<file path="src/nvm_pkg.sv">
// Constants, register map and carriers for the nonvolatile access controller.
// Assumes a plain register port driven by the core and a self-timed memory array outside.
`default_nettype none
package nvm_pkg;
   // ************************************************************
   // Register offsets
   // ************************************************************
   localparam logic [3:0] OFS_CONTROL   = 4'h0;
   localparam logic [3:0] OFS_UNLOCK    = 4'h1;
   localparam logic [3:0] OFS_ADDR_LOW  = 4'h2;
   localparam logic [3:0] OFS_ADDR_HIGH = 4'h3;
   localparam logic [3:0] OFS_DATA      = 4'h4;
   localparam logic [3:0] OFS_IRQ_STAT  = 4'h5;
   localparam logic [3:0] OFS_IRQ_CLR   = 4'h6;
   localparam logic [3:0] OFS_IRQ_EN    = 4'h7;
   // ************************************************************
   // Control fields
   // ************************************************************
   localparam int BIT_PROG_SEL  = 7;
   localparam int BIT_CFG_SEL   = 6;
   localparam int BIT_ROW_ERASE = 4;
   localparam int BIT_WR_ERR    = 3;
   localparam int BIT_WR_EN     = 2;
   localparam int BIT_WR_START  = 1;
   localparam int BIT_RD_START  = 0;
   localparam logic [7:0] CONTROL_RESET = 8'h00;
   localparam logic [7:0] UNLOCK_FIRST  = 8'h55;
   localparam logic [7:0] UNLOCK_SECOND = 8'haa;
   // Interrupt status bits
   localparam int IRQ_DONE  = 0;
   localparam int IRQ_ERROR = 1;
   localparam int IRQ_W     = 2;
   // ************************************************************
   // Types
   // ************************************************************
   typedef enum logic [1:0] {SPACE_EEPROM, SPACE_FLASH, SPACE_CONFIG} space_type;
   typedef struct packed {
      logic       wr;
      logic       rd;
      logic [3:0] addr;
      logic [7:0] wdata;
   } reg_req_type;
   typedef struct packed {
      logic       start;
      logic       erase;
      logic       write;
      logic       read;
      space_type  space;
      logic [15:0] addr;
      logic [7:0] data;
   } mem_cmd_type;
endpackage : nvm_pkg
`default_nettype wire

</file>
<file path="src/nvm_access_ctrl.sv">
// Control register block for self-timed nonvolatile memory access.
// Assumes the core drives the register port and the memory array follows mem_cmd.
`timescale 1ns/100ps
`default_nettype none
module nvm_access_ctrl #(
   parameter int WRITE_CYCLES = 4000
) (
   input  wire logic              mclk,
   input  wire logic              reset,
   input  wire logic [3:0]        reg_addr,
   input  wire logic [7:0]        reg_wdata,
   input  wire logic              reg_wr,
   input  wire logic              reg_rd,
   output var  logic [7:0]        reg_rdata,
   input  wire logic [7:0]        mem_rdata,
   input  wire logic              abort_write,
   output var  nvm_pkg::mem_cmd_type mem_cmd,
   output var  logic              irq
);
   // ************************************************************
   // Storage
   // ************************************************************
   logic [7:0] addr_low_r;
   logic [7:0] addr_high_r;
   logic [7:0] data_r;
   logic       prog_sel_r;
   logic       cfg_sel_r;
   logic       row_erase_r;
   logic       wr_err_r;
   logic       wr_en_r;
   logic       wr_start_r;
   logic [nvm_pkg::IRQ_W-1:0] irq_stat_r;
   logic [nvm_pkg::IRQ_W-1:0] irq_en_r;
   nvm_pkg::reg_req_type req;
   nvm_pkg::space_type space;
   logic       armed;
   logic       busy;
   logic       done;
   logic       ctrl_wr;
   logic       start_go;
   logic       improper;
   logic       read_go;
   logic       aborted;

   assign req      = '{wr: reg_wr, rd: reg_rd, addr: reg_addr, wdata: reg_wdata};
   assign ctrl_wr  = reg_wr && reg_addr == nvm_pkg::OFS_CONTROL;
   // ************************************************************
   // Space select and start qualification
   // ************************************************************
   assign space = cfg_sel_r ? nvm_pkg::SPACE_CONFIG : (prog_sel_r ? nvm_pkg::SPACE_FLASH : nvm_pkg::SPACE_EEPROM);
   assign start_go = ctrl_wr && reg_wdata[nvm_pkg::BIT_WR_START] && !wr_start_r && armed
                     && reg_wdata[nvm_pkg::BIT_WR_EN] && wr_en_r;
   assign improper = ctrl_wr && reg_wdata[nvm_pkg::BIT_WR_START] && !wr_start_r && !start_go;
   assign read_go  = ctrl_wr && reg_wdata[nvm_pkg::BIT_RD_START] && !reg_wdata[nvm_pkg::BIT_PROG_SEL]
                     && !reg_wdata[nvm_pkg::BIT_CFG_SEL] && !busy;
   assign aborted  = busy && abort_write;

   nvm_unlock_seq u_unlock (
      .mclk  (mclk),
      .reset (reset),
      .req   (req),
      .armed (armed)
   );

   nvm_cycle_timer #(.CYCLES(WRITE_CYCLES)) u_timer (
      .mclk  (mclk),
      .reset (reset),
      .start (start_go),
      .abort (aborted),
      .busy  (busy),
      .done  (done)
   );

   // ************************************************************
   // Control register
   // ************************************************************
   always_ff @(posedge mclk or posedge reset) begin
      if (reset) begin
         prog_sel_r  <= nvm_pkg::CONTROL_RESET[nvm_pkg::BIT_PROG_SEL];
         cfg_sel_r   <= nvm_pkg::CONTROL_RESET[nvm_pkg::BIT_CFG_SEL];
         wr_en_r     <= nvm_pkg::CONTROL_RESET[nvm_pkg::BIT_WR_EN];
      end else if (ctrl_wr && !busy) begin
         prog_sel_r  <= reg_wdata[nvm_pkg::BIT_PROG_SEL];
         cfg_sel_r   <= reg_wdata[nvm_pkg::BIT_CFG_SEL];
         wr_en_r     <= reg_wdata[nvm_pkg::BIT_WR_EN];
      end else if (ctrl_wr) begin
         wr_en_r     <= reg_wdata[nvm_pkg::BIT_WR_EN];
      end
   end

   // Row erase clears itself once any erase or write cycle finishes
   always_ff @(posedge mclk or posedge reset) begin
      if (reset) begin
         row_erase_r <= nvm_pkg::CONTROL_RESET[nvm_pkg::BIT_ROW_ERASE];
      end else if (done && row_erase_r) begin
         row_erase_r <= 1'b0;
      end else if (ctrl_wr && !busy) begin
         row_erase_r <= reg_wdata[nvm_pkg::BIT_ROW_ERASE];
      end
   end

   // Write start: software sets, hardware clears
   always_ff @(posedge mclk or posedge reset) begin
      if (reset) begin
         wr_start_r <= nvm_pkg::CONTROL_RESET[nvm_pkg::BIT_WR_START];
      end else if (start_go) begin
         wr_start_r <= 1'b1;
      end else if (done || aborted) begin
         wr_start_r <= 1'b0;
      end
   end

   // Error flag; software may clear it, an abort in the same cycle wins
   always_ff @(posedge mclk or posedge reset) begin
      if (reset) begin
         wr_err_r <= nvm_pkg::CONTROL_RESET[nvm_pkg::BIT_WR_ERR];
      end else if (aborted || improper) begin
         wr_err_r <= 1'b1;
      end else if (ctrl_wr) begin
         wr_err_r <= reg_wdata[nvm_pkg::BIT_WR_ERR];
      end
   end

   // ************************************************************
   // Address and data registers
   // ************************************************************
   always_ff @(posedge mclk or posedge reset) begin
      if (reset) begin
         addr_low_r  <= 8'h00;
         addr_high_r <= 8'h00;
      end else if (reg_wr && !busy) begin
         if (reg_addr == nvm_pkg::OFS_ADDR_LOW) addr_low_r <= reg_wdata;
         else if (reg_addr == nvm_pkg::OFS_ADDR_HIGH) addr_high_r <= reg_wdata;
      end
   end

   // Read result lands one cycle after the read command
   logic read_pend_r;
   always_ff @(posedge mclk or posedge reset) begin
      if (reset) begin
         read_pend_r <= 1'b0;
      end else begin
         read_pend_r <= read_go;
      end
   end

   always_ff @(posedge mclk or posedge reset) begin
      if (reset) begin
         data_r <= 8'h00;
      end else if (read_pend_r) begin
         data_r <= mem_rdata;
      end else if (reg_wr && reg_addr == nvm_pkg::OFS_DATA && !busy) begin
         data_r <= reg_wdata;
      end
   end

   // ************************************************************
   // Memory command
   // ************************************************************
   always_ff @(posedge mclk or posedge reset) begin
      if (reset) begin
         mem_cmd <= '0;
      end else begin
         mem_cmd.start <= start_go || read_go;
         mem_cmd.erase <= start_go && row_erase_r && space == nvm_pkg::SPACE_FLASH;
         mem_cmd.write <= start_go && !(row_erase_r && space == nvm_pkg::SPACE_FLASH);
         mem_cmd.read  <= read_go;
         mem_cmd.space <= read_go ? nvm_pkg::SPACE_EEPROM : space;
         mem_cmd.addr  <= {addr_high_r, addr_low_r};
         mem_cmd.data  <= data_r;
      end
   end

   // ************************************************************
   // Interrupts
   // ************************************************************
   logic irq_clr_wr;
   assign irq_clr_wr = reg_wr && reg_addr == nvm_pkg::OFS_IRQ_CLR;
   always_ff @(posedge mclk or posedge reset) begin
      if (reset) begin
         irq_stat_r <= '0;
      end else begin
         // Set wins over a clear in the same cycle
         irq_stat_r[nvm_pkg::IRQ_DONE]  <= done ||
            (irq_stat_r[nvm_pkg::IRQ_DONE] && !(irq_clr_wr && reg_wdata[nvm_pkg::IRQ_DONE]));
         irq_stat_r[nvm_pkg::IRQ_ERROR] <= (aborted || improper) ||
            (irq_stat_r[nvm_pkg::IRQ_ERROR] && !(irq_clr_wr && reg_wdata[nvm_pkg::IRQ_ERROR]));
      end
   end

   always_ff @(posedge mclk or posedge reset) begin
      if (reset) begin
         irq_en_r <= '0;
      end else if (reg_wr && reg_addr == nvm_pkg::OFS_IRQ_EN) begin
         irq_en_r <= reg_wdata[nvm_pkg::IRQ_W-1:0];
      end
   end

   always_ff @(posedge mclk or posedge reset) begin
      if (reset) begin
         irq <= 1'b0;
      end else begin
         irq <= |(irq_stat_r & irq_en_r);
      end
   end

   // ************************************************************
   // Read port
   // ************************************************************
   always_ff @(posedge mclk or posedge reset) begin
      if (reset) begin
         reg_rdata <= 8'h00;
      end else if (reg_rd) begin
         if (reg_addr == nvm_pkg::OFS_CONTROL) begin
            reg_rdata <= {prog_sel_r, cfg_sel_r, 1'b0, row_erase_r, wr_err_r, wr_en_r, wr_start_r, 1'b0};
         end else if (reg_addr == nvm_pkg::OFS_ADDR_LOW) begin
            reg_rdata <= addr_low_r;
         end else if (reg_addr == nvm_pkg::OFS_ADDR_HIGH) begin
            reg_rdata <= addr_high_r;
         end else if (reg_addr == nvm_pkg::OFS_DATA) begin
            reg_rdata <= data_r;
         end else if (reg_addr == nvm_pkg::OFS_IRQ_STAT) begin
            reg_rdata <= {6'h00, irq_stat_r};
         end else if (reg_addr == nvm_pkg::OFS_IRQ_EN) begin
            reg_rdata <= {6'h00, irq_en_r};
         end else begin
            reg_rdata <= 8'h00;
         end
      end else begin
         reg_rdata <= 8'h00;
      end
   end
endmodule : nvm_access_ctrl
`default_nettype wire

</file>
<file path="src/nvm_cycle_timer.sv">
// Down counter timing one self-timed erase or write cycle.
// Assumes start is a one-cycle pulse while idle.
`timescale 1ns/100ps
`default_nettype none
module nvm_cycle_timer #(
   parameter int CYCLES = 4000
) (
   input  wire logic mclk,
   input  wire logic reset,
   input  wire logic start,
   input  wire logic abort,
   output var  logic busy,
   output var  logic done
);
   localparam int W = $clog2(CYCLES + 1);
   logic [W-1:0] count_r;
   assign busy = (count_r != '0);
   always_ff @(posedge mclk or posedge reset) begin
      if (reset) begin
         count_r <= '0;
         done    <= 1'b0;
      end else if (abort) begin
         // A cut-short cycle stops at once and never reports completion
         count_r <= '0;
         done    <= 1'b0;
      end else begin
         done <= (count_r == W'(1));
         if (start) count_r <= W'(CYCLES);
         else if (busy) count_r <= count_r - W'(1);
      end
   end
endmodule : nvm_cycle_timer
`default_nettype wire

</file>
<file path="src/nvm_unlock_seq.sv">
// Unlock sequence tracker for write start arming.
// Assumes one register request per cycle at most.
`timescale 1ns/100ps
`default_nettype none
module nvm_unlock_seq (
   input  wire logic              mclk,
   input  wire logic              reset,
   input  wire nvm_pkg::reg_req_type req,
   output var  logic              armed
);
   typedef enum logic [1:0] {IDLE, GOT_FIRST, ARMED} unlock_state_type;
   unlock_state_type state_r;
   assign armed = (state_r == ARMED);
   // Any bus write or read other than the next expected step or a repeated first key breaks the sequence
   always_ff @(posedge mclk or posedge reset) begin
      if (reset) begin
         state_r <= IDLE;
      end else if (req.wr) begin
         case (state_r)
            IDLE: begin
               if (req.addr == nvm_pkg::OFS_UNLOCK && req.wdata == nvm_pkg::UNLOCK_FIRST) state_r <= GOT_FIRST;
            end
            GOT_FIRST: begin
               if (req.addr == nvm_pkg::OFS_UNLOCK && req.wdata == nvm_pkg::UNLOCK_SECOND) state_r <= ARMED;
               else if (req.addr == nvm_pkg::OFS_UNLOCK && req.wdata == nvm_pkg::UNLOCK_FIRST) state_r <= GOT_FIRST;
               else state_r <= IDLE;
            end
            default: begin
               state_r <= IDLE;
            end
         endcase
      end else if (req.rd) begin
         state_r <= IDLE;
      end
   end
endmodule : nvm_unlock_seq
`default_nettype wire

</file>
<file path="config.mk">
export PLATFORM = sky130hd
export DESIGN_NAME = nvm_access_ctrl
export DESIGN_NICKNAME = d
export VERILOG_FILES = /design/src/nvm_pkg.sv /design/src/nvm_access_ctrl.sv /design/src/nvm_cycle_timer.sv /design/src/nvm_unlock_seq.sv
export SDC_FILE = /design/constraint.sdc
export NUM_CORES = 1
export LEC_CHECK = 0
export ABC_AREA = 1
export BUFFER_PORTS_ARGS = -buffer_cell sky130_fd_sc_hd__buf_2
export CORE_MARGIN = 2
export CORE_UTILIZATION = 58
export CTS_BUF_LIST = sky130_fd_sc_hd__clkbuf_2 sky130_fd_sc_hd__clkbuf_4 sky130_fd_sc_hd__clkbuf_8
export CTS_CLUSTER_SIZE = 16
export DETAILED_ROUTE_END_ITERATION = 10
export GPL_TIMING_DRIVEN = 0
export PLACE_DENSITY = 0.82
export REMOVE_ABC_BUFFERS = 1
export SLEW_MARGIN = 25
export SYNTH_ARGS = -nofsm -noshare
export SYNTH_HDL_FRONTEND = slang
export SYNTH_SLANG_ARGS = --single-unit
</file>
<file path="constraint.sdc">
create_clock -name mclk -period 4 [get_ports mclk]
set_clock_uncertainty 0.05 [all_clocks]
set_input_delay 1.2 -clock mclk [delete_from_list [all_inputs] [get_ports mclk]]
set_output_delay 1.2 -clock mclk [all_outputs]
set_load 0.01 [all_outputs]
</file>
# Yosys cells after proc, flatten, opt, wreduce, memory -nomap -nowiden
# Index checks and enable logic that the tools add are counted.
dict set report op_classes {
  n_bitwise 2
  mux 30
  n_reduce_logical 56
  n_addsub 1
  eq_ne 14
}
# cell count
set op_table {}
lappend op_table {{$mux W8} 7}
lappend op_table {{$mux W12} 3}
lappend op_table {{$logic_and A1 B1 Y1} 29}
lappend op_table {{$eq A4 B3 Y1 const B} 4}
lappend op_table {{$mux W2} 8}
lappend op_table {{$eq A12 B1 Y1 const B} 1}
lappend op_table {{$reduce_bool A12 Y1} 1}
lappend op_table {{$reduce_bool A2 Y1} 6}
lappend op_table {{$sub A12 B1 Y12 const B} 1}
lappend op_table {{$mux W1} 11}
lappend op_table {{$eq A4 B2 Y1 const B} 2}
lappend op_table {{$eq A8 B7 Y1 const B} 1}
lappend op_table {{$eq A8 B8 Y1 const B} 1}
lappend op_table {{$logic_not A1 Y1} 8}
lappend op_table {{$logic_or A1 B1 Y1} 5}
lappend op_table {{$eq A2 B1 Y1 const B} 2}
lappend op_table {{$eq A4 B1 Y1 const B} 1}
lappend op_table {{$logic_not A4 Y1} 1}
lappend op_table {{$pmux W2 S2} 1}
lappend op_table {{$reduce_and A2 Y1} 2}
lappend op_table {{$ne A3 B2 Y1 const B} 1}
lappend op_table {{$reduce_and A3 Y1} 1}
lappend op_table {{$reduce_bool A3 Y1} 1}
lappend op_table {{$and A2 B2 Y2} 1}
lappend op_table {{4 further kinds} 4}
dict set report word_totals {
  in_bits 25
  ff_bits 88
  out_inout_bits 39
}

# Logic depth before layout (Yosys ltp)
# Gate-level depths: netlist of run 1.
dict set report depth {
  word_depth 11
  ltp_mapped 9
  ltp_nobuf 9
}

# Cells and area by module
# Synthesis of run 1 repeated with hierarchy kept, for this count alone.
dict set report unflattened {
  hier_cells 465
  hier_area_um2 4091.4
}
# module instances seq_area_each_um2 area_each_um2 cells_each
set modules_own_cells {}
lappend modules_own_cells {nvm_access_ctrl 1 1826.8 2990.4 306}
lappend modules_own_cells {nvm_cycle_timer 1 325.3 889.6 120}
lappend modules_own_cells {nvm_unlock_seq 1 50.0 211.5 39}

# Worst setup path after synthesis of run 1
# No wires, ideal clock.
dict set report synth_timing {
  path_type {input port to flip-flop}
  start {input port reg_addr[3]}
  end {register row_erase_r}
  slack_ps 1824
  t_arrival_ps 2002
  path_buffers 0
  path_stages 8
  cell_sequence {nor2_2 nand2_1 nor2_2 inv_2 nor2_2 inv_1 nand3_1 nand2_1}
}
dict set report synth_between {
  elab_chain_len 4
}
# item line_no
set synth_lines {}
lappend synth_lines {{start: declaration} nvm_access_ctrl.sv:10} ;# input wire logic [3:0] reg_addr,
lappend synth_lines {{$logic_not A4 Y1} nvm_access_ctrl.sv:46} ;# assign ctrl_wr = reg_wr && reg_addr == nvm_pkg::OFS_CONTROL;
lappend synth_lines {{$logic_and A1 B1 Y1} nvm_access_ctrl.sv:46}
lappend synth_lines {{$logic_and A1 B1 Y1} nvm_access_ctrl.sv:97} ;# end else if (ctrl_wr && !busy) begin
lappend synth_lines {{$reduce_bool A2 Y1 (no line)} --}
lappend synth_lines {{end signal: assignment} nvm_access_ctrl.sv:94} ;# row_erase_r <= nvm_pkg::CONTROL_RESET[nvm_pkg::BIT_ROW_ERASE];
lappend synth_lines {{end signal: assignment} nvm_access_ctrl.sv:98} ;# row_erase_r <= reg_wdata[nvm_pkg::BIT_ROW_ERASE];
lappend synth_lines {{end: declaration} nvm_access_ctrl.sv:28} ;# logic row_erase_r;
# Every way passes these cells.
# A chain may end at the register's enable or synchronous reset.

# Worst setup path in the final report of run 1
dict set report layout_timing {
  start {input port reg_addr[3]}
  end {register u_timer.count_r[8]}
}
dict set report layout_between {
  elab_chain_len 9
  elab_cells_between_ends 10
  cone_classes {2 x mux; 8 x reduce/logical}
}
# item line_no
set layout_lines {}
lappend layout_lines {{$logic_not A4 Y1 *} nvm_access_ctrl.sv:46}
lappend layout_lines {{$logic_and A1 B1 Y1 *} nvm_access_ctrl.sv:46}
lappend layout_lines {{$logic_and A1 B1 Y1 * (3 in a row)} nvm_access_ctrl.sv:51} ;# assign start_go = ctrl_wr && reg_wdata[nvm_pkg::BIT_WR_START] && !wr_start_r && armed
lappend layout_lines {{$logic_and A1 B1 Y1 * (2 in a row)} nvm_access_ctrl.sv:52} ;# && reg_wdata[nvm_pkg::BIT_WR_EN] && wr_en_r;
lappend layout_lines {{$mux W12} nvm_cycle_timer.sv:28} ;# if (start) count_r <= W'(CYCLES);
lappend layout_lines {{$mux W12} nvm_cycle_timer.sv:22} ;# end else if (abort) begin
lappend layout_lines {{end signal: assignment} nvm_cycle_timer.sv:28}
lappend layout_lines {{end signal: assignment} nvm_cycle_timer.sv:29} ;# else if (busy) count_r <= count_r - W'(1);
lappend layout_lines {{end: declaration} nvm_cycle_timer.sv:16} ;# logic [W-1:0] count_r;
# Mark *: on every way between the ends. The rest lies on a longest branch, timed or not.

==> impl_metrics.toml, run 1 <==
[routing]
wl_met1_microns = 3930
routed_wl_microns = 9420
detail-route-antenna-nets = 0
drc = 0
via_per_inst = 5.41
drt_iter0_drc = 311
met3_length_microns = 642
post_drt_wl_per_cell_microns = 15.3
met2WireLength_microns = 4450
highest_layer = "met4"
vias = 3341
dr.pass1.iters = 5

[clocking]
clk_latency_ns = 0.37
cts-root-buf = "clkbuf_8"
cts_buffers = 9
postCtsSetupRepairBufs = 0
cts_resized = 0
cts_buffer_depth = 2
cts.htree.levels = 3
hold_buffers = 0
cts_num_sinks = 88
path_clk_slew_ns = 0.08
cts_tree = "yes"

[hold_path]
hp-class = "flop to flop"
holdCritStartpoint = "addr_high_r[0]"
hold_depth = 0

[place]
placed_area_sq_um = 4350
globalplace.congestion = 0.923
dp_hpwl_microns = 6730
numPortBuffers = 63

[global_route]
antenna_found_initial = 0
grt_use_total = 0.267
grt_overflow_total = 0
grt_first_pass_wirelength_microns = 15100
grt_max_degree = 47
grt_pass1_vias = 3061

[power_and_ir_drop]
ir_worst_vdd_uv = 368
cellPowerDensity_nw_per_um2 = 688
finalPower_uw = 3160
p_leak_uw = 0.00243

[synth]
synth-compound-area-share = 0.0867
avgSynthCellArea_sq_um = 8.51
synth_area_sq_um = 3960
synth_top_family_by_area = "simple AND/OR/NAND/NOR gates"
yosys.area_share.adder = 0.00949
seq_area_frac_synth = 0.557
synthXorXnorAreaFrac = 0.00664
yosys-mux-area-fraction = 0
synthDistinctLibCells = 32
ys_warn_count = 0
ys_ff_latch = 88
synthSimpleGateAreaFrac = 0.257
synthCells = 465

[timing]
max_slew_margin = 0.640
fmax_ghz = 0.404
hold_violations = 0
period_minus_slack_ns = 2.47
tns_ns = 0
final.period_utilization = 0.618
finalMaxSlewViolations = 0
tightest_slew_ns = 0.538
rsz0062_at_grt = "no"
setup_violations = 0

[layout]
final_common_cell = "nand2_1"
layout_common_cells = "nand2_1, dfrtp_1, inv_1"
n_antenna_cell = 0
layout-area-overhead-vs-synth_pct = 16.2
fin_util = 0.688
fillers = 557
layout-drive-gt1-share = 0.201
fin_nets = 560
multi_input_area_sq_um = 1420
final_cell_area_sq_um = 4600
regArea_sq_um = 2200

[die]
fp.coreArea_sq_um = 6680
num_rows = 30
initial_core_util = 0.592
pin_count = 64
die_area_sq_um = 7500
die_x_microns = 86.6
fp.dieH_microns = 86.6

[setup_path]
cpPeakStageDelay_ns = 0.33
start_kind = "primary input"
criticalPathCategory = "primary input to flop"
critical-path-top-delay-family = "simple AND/OR/NAND/NOR gates"
r2r_cells = 8
timing.rr.start = "u_timer.count_r[0]"
startpoint = "reg_addr[3]"
critical_path_depth = 8
worst_ep_required_time_ns = 4.24
crit_buf_inv = 1
crit_chain = "buf_2, nor2_2, nand3_1, nor2_2, nand2_1, nand2_1, nand2_2, a21oi_1"
cp_max_fo = 13
arrival_ns = 2.71
slowest_stage = "nand2_1"
cp-end-kind = "flop"

[job]
cap_viol_max_count = 0

[status]
status = "completed"
-- registers in the layout, summed over array words and instances (netlist names), 8 cells and up --
name,flops
addr_high_r,8
addr_low_r,8
data_r,8
mem_cmd,30
reg_rdata,8
u_timer.count_r,12
-- synth_stat cells --
cell type	instances	area share
o21ai_0	42	0.053
nand4_4	1	0.0054
buf_2	3	0.0038
a21oi_1	13	0.016
nor3_1	6	0.0076
or2_2	1	0.0016
o21ai_2	2	0.0044
nor3_4	1	0.0041
a21boi_0	1	0.0019
buf_4	1	0.0019
dfrtp_1	88	0.56
nor2_4	2	0.0057
nor2_2	10	0.016
nand2_1	108	0.10
nand3_1	38	0.048
buf_6	1	0.0028
nand4_1	9	0.014
nor2_1	39	0.037
o211ai_1	3	0.0057
ha_1	3	0.0095
o21ai_1	1	0.0013
clkinv_1	1	0.00095
inv_2	4	0.0038
a22o_1	1	0.0022
xor2_1	3	0.0066
nand2_4	1	0.0028
a31oi_1	1	0.0016
nand2_2	4	0.0063
inv_1	71	0.067
clkbuf_1	3	0.0028
nor4_1	2	0.0032
nand3_2	1	0.0025
-- stage by stage --
stage | setup slack [ns] | hold slack (ns) | instances
2_1_floorplan | 0.471 | 0.304 | 457
3_3_place_gp | -0.394 | 0.309 | 600
3_5_place_dp | 1.21 | 0.312 | 601
4_1_cts | 1.52 | 0.331 | 617
5_1_grt | 1.35 | 0.338 | 617
6_report | 1.53 | 0.330 | 617
-- kinds of logic (layout without fill, tap and decap cells) --
kind of cell,Yosys count,count (layout)
flops,88,88
fa+ha+maj,3,3
buf+inv,84,156
xor+xnor,3,3
simple gates,223,223
compound gates,64,64
-- report_power, final --
part,leakage (uW),switching (uW),internal [uW]
sequential,0.00103,176,1190
combinational,0.00128,678,362
clock,0.000127,320,439
total,0.00243,1170,1990
-- area by class of cell --
cell class	count	area share
repair buffers	64	0.0729
multi-input cells	293	0.309
clock buffers	11	0.0316
flip-flops and latches	88	0.479
well taps	80	0.0218
inverters	76	0.0626
clock inverters	5	0.0226
-- per-layer routing --
layer / vias to the layer above / GRT usage
li1: 1601 / -
met1: 1554 / 0.364
met2: 144 / 0.401
met3: 42 / 0.0486
met4: 0 / 0.156
met5: - / 0
-- worst paths after layout --
check                                     end  slack [ns]
max in group asynchronous            wr_err_r        2.47
max reg2reg                     addr_low_r[6]        1.93
min                               mem_cmd[16]        0.33
min reg2reg                       mem_cmd[16]        0.33
min in group asynchronous      addr_high_r[6]        0.83
max                        u_timer.count_r[8]        1.53
No activity file was read; power rests on OpenSTA's default activity.
==> run 2: changes to the inputs <==
--- a/config.mk
+++ b/config.mk
@@ -8,12 +8,12 @@
 export ABC_AREA = 1
 export BUFFER_PORTS_ARGS = -buffer_cell sky130_fd_sc_hd__buf_2
 export CORE_MARGIN = 2
-export CORE_UTILIZATION = 58
+export CORE_UTILIZATION = 53
 export CTS_BUF_LIST = sky130_fd_sc_hd__clkbuf_2 sky130_fd_sc_hd__clkbuf_4 sky130_fd_sc_hd__clkbuf_8
 export CTS_CLUSTER_SIZE = 16
 export DETAILED_ROUTE_END_ITERATION = 10
 export GPL_TIMING_DRIVEN = 0
-export PLACE_DENSITY = 0.82
+export PLACE_DENSITY = 0.79
 export REMOVE_ABC_BUFFERS = 1
 export SLEW_MARGIN = 25
 export SYNTH_ARGS = -nofsm -noshare
==> constraint.sdc (replaced) <==
create_clock -name mclk -period 2.15 [get_ports mclk]
set_clock_uncertainty 0.05 [all_clocks]
set_input_delay 0.645 -clock mclk [delete_from_list [all_inputs] [get_ports mclk]]
set_output_delay 0.645 -clock mclk [all_outputs]
set_load 0.01 [all_outputs]
==> run 2 against run 1 <==
  * Routed wire length down 2.0%
  * Cell area rose by 0.49%
  * Sequential power rose by 87%
  * Worst hold slack got worse by 0.046 ns
  * Via count decreased by 0.27%
  * Register-to-register slack got worse by 1.7 ns
  * Critical path type is now flop to flop
  * Largest cell class unchanged
==> impl_metrics.toml, run 2 (synthesis results as in run 1) <==
[status]
status = "completed"

[die]
fp.coreArea_sq_um = 7250
pin_count = 64
num_rows = 31
die_x_microns = 90.4
fp.dieH_microns = 90.4
initial_core_util = 0.545
die_area_sq_um = 8170

[global_route]
grt_first_pass_wirelength_microns = 15100
antenna_found_initial = 0
use_met3 = 0.0492
grt_overflow_total = 0
grt_use_total = 0.235
grt.met1_usage = 0.317
grt_most_used_layer = "met2"
grt_pass1_vias = 3077
grt_use_met2 = 0.368
grt_max_degree = 46

[setup_path]
worst_ep_required_time_ns = 2.38
criticalPathCategory = "flop to flop"
arrival_ns = 2.15
cp_max_fo = 14
start_kind = "flop"
cp-end-kind = "flop"

[timing]
setup_violations = 0
hold_violations = 0
period_minus_slack_ns = 1.92
finalMaxSlewViolations = 0
tightest_slew_ns = 0.547
fmax_ghz = 0.520
tns_ns = 0
final.period_utilization = 0.894
fin_hold_ws_ns = 0.284
max_slew_margin = 0.636
rsz0062_at_grt = "no"

[routing]
via_per_inst = 5.24
dr.pass1.iters = 6
drt_iter0_drc = 227
routed_wl_microns = 9230
drc = 0
vias = 3332
detail-route-antenna-nets = 0
post_drt_wl_per_cell_microns = 14.5

[layout]
layout_common_cells = "nand2_1, dfrtp_1, inv_1"
largest_register = "mem_cmd"
n_antenna_cell = 0
largest_register_ffs = 30
layout-drive-gt1-share = 0.201
fin_nets = 561
finalNonFillerCells = 636
layout-area-overhead-vs-synth_pct = 16.8
final_common_cell = "nand2_1"
fin_util = 0.637
top_regs = "mem_cmd (30), u_timer.count_r (12)"

[job]
cap_viol_max_count = 0

[clocking]
path_clk_slew_ns = 0.09
postCtsSetupRepairBufs = 0
cts_buffer_depth = 2
hold_buffers = 0
cts_tree = "yes"
clk_latency_ns = 0.36
cts_num_sinks = 88
cts-root-buf = "clkbuf_8"
cts_resized = 0
cts_buffers = 9
cts.htree.levels = 3

[power_and_ir_drop]
cellPowerDensity_nw_per_um2 = 1240
ir_worst_vdd_uv = 929
p_leak_uw = 0.00243

[place]
dpl.cell_count = 620
dp_hpwl_microns = 6910
numPortBuffers = 63
globalplace.congestion = 0.941

[hold_path]
hp-class = "primary input to asynchronous set/reset pin"
[run 2: layout make-up]
class	count	area, sq um
clock buffer	11	151
clock inverter	4	76.3
fill	646	2630
inverter	76	288
multi-input combinational	293	1420
sequential	88	2200
tap	99	124
timing repair buffer	65	355
[run 2: per-stage QoR]
stage	worst slack, ns	total power (uW)	cell area (sq um)
floorplan	-0.824	3840	3910
global placement	-1.69	4350	4350
detailed placement	-0.0639	4460	4370
CTS	0.105	5750	4600
global route	0.110	6130	4620
finish	0.227	5740	4620
[run 2: path summary, 6_finish.rpt]
check	startpoint	to	slack (ns)	cells after the start
max	u_timer.count_r[0]	addr_low_r[3]	0.23	9
min in group mclk	addr_high_r[2]	mem_cmd[18]	0.33	0
min	reset	mem_cmd[22]	0.28	2
max in group asynchronous	reset	u_timer.count_r[0]	1.14	3
max reg2reg	u_timer.count_r[0]	addr_low_r[3]	0.23	9
min reg2reg	addr_high_r[2]	mem_cmd[18]	0.33	0
[run 2: metal layers]
metal / part of all wire / vias to the layer above
met3: 0.080 / 16
met4: 0.021 / 0
met1: 0.44 / 1555
met2: 0.46 / 152
met5: 0 / -
li1: - / 1609
[run 2: worst max-delay path: stages, from the launching register on]
cell and delay [ns]:
dfrtp_1 0.44, inv_1 0.22, ha_1 0.26, nand2_2 0.08, nor2_4 0.16, nand2_4 0.11, nor3_4 0.23, buf_12 0.16
nand2_1 0.05, o21ai_0 0.08
[run 2: power breakdown]
| part | internal (uW) | switching [uW] | total, uW |
|---|---|---|---|
| Combinational | 675 | 1240 | 1910 |
| Sequential | 2210 | 326 | 2540 |
| Clock | 716 | 580 | 1300 |
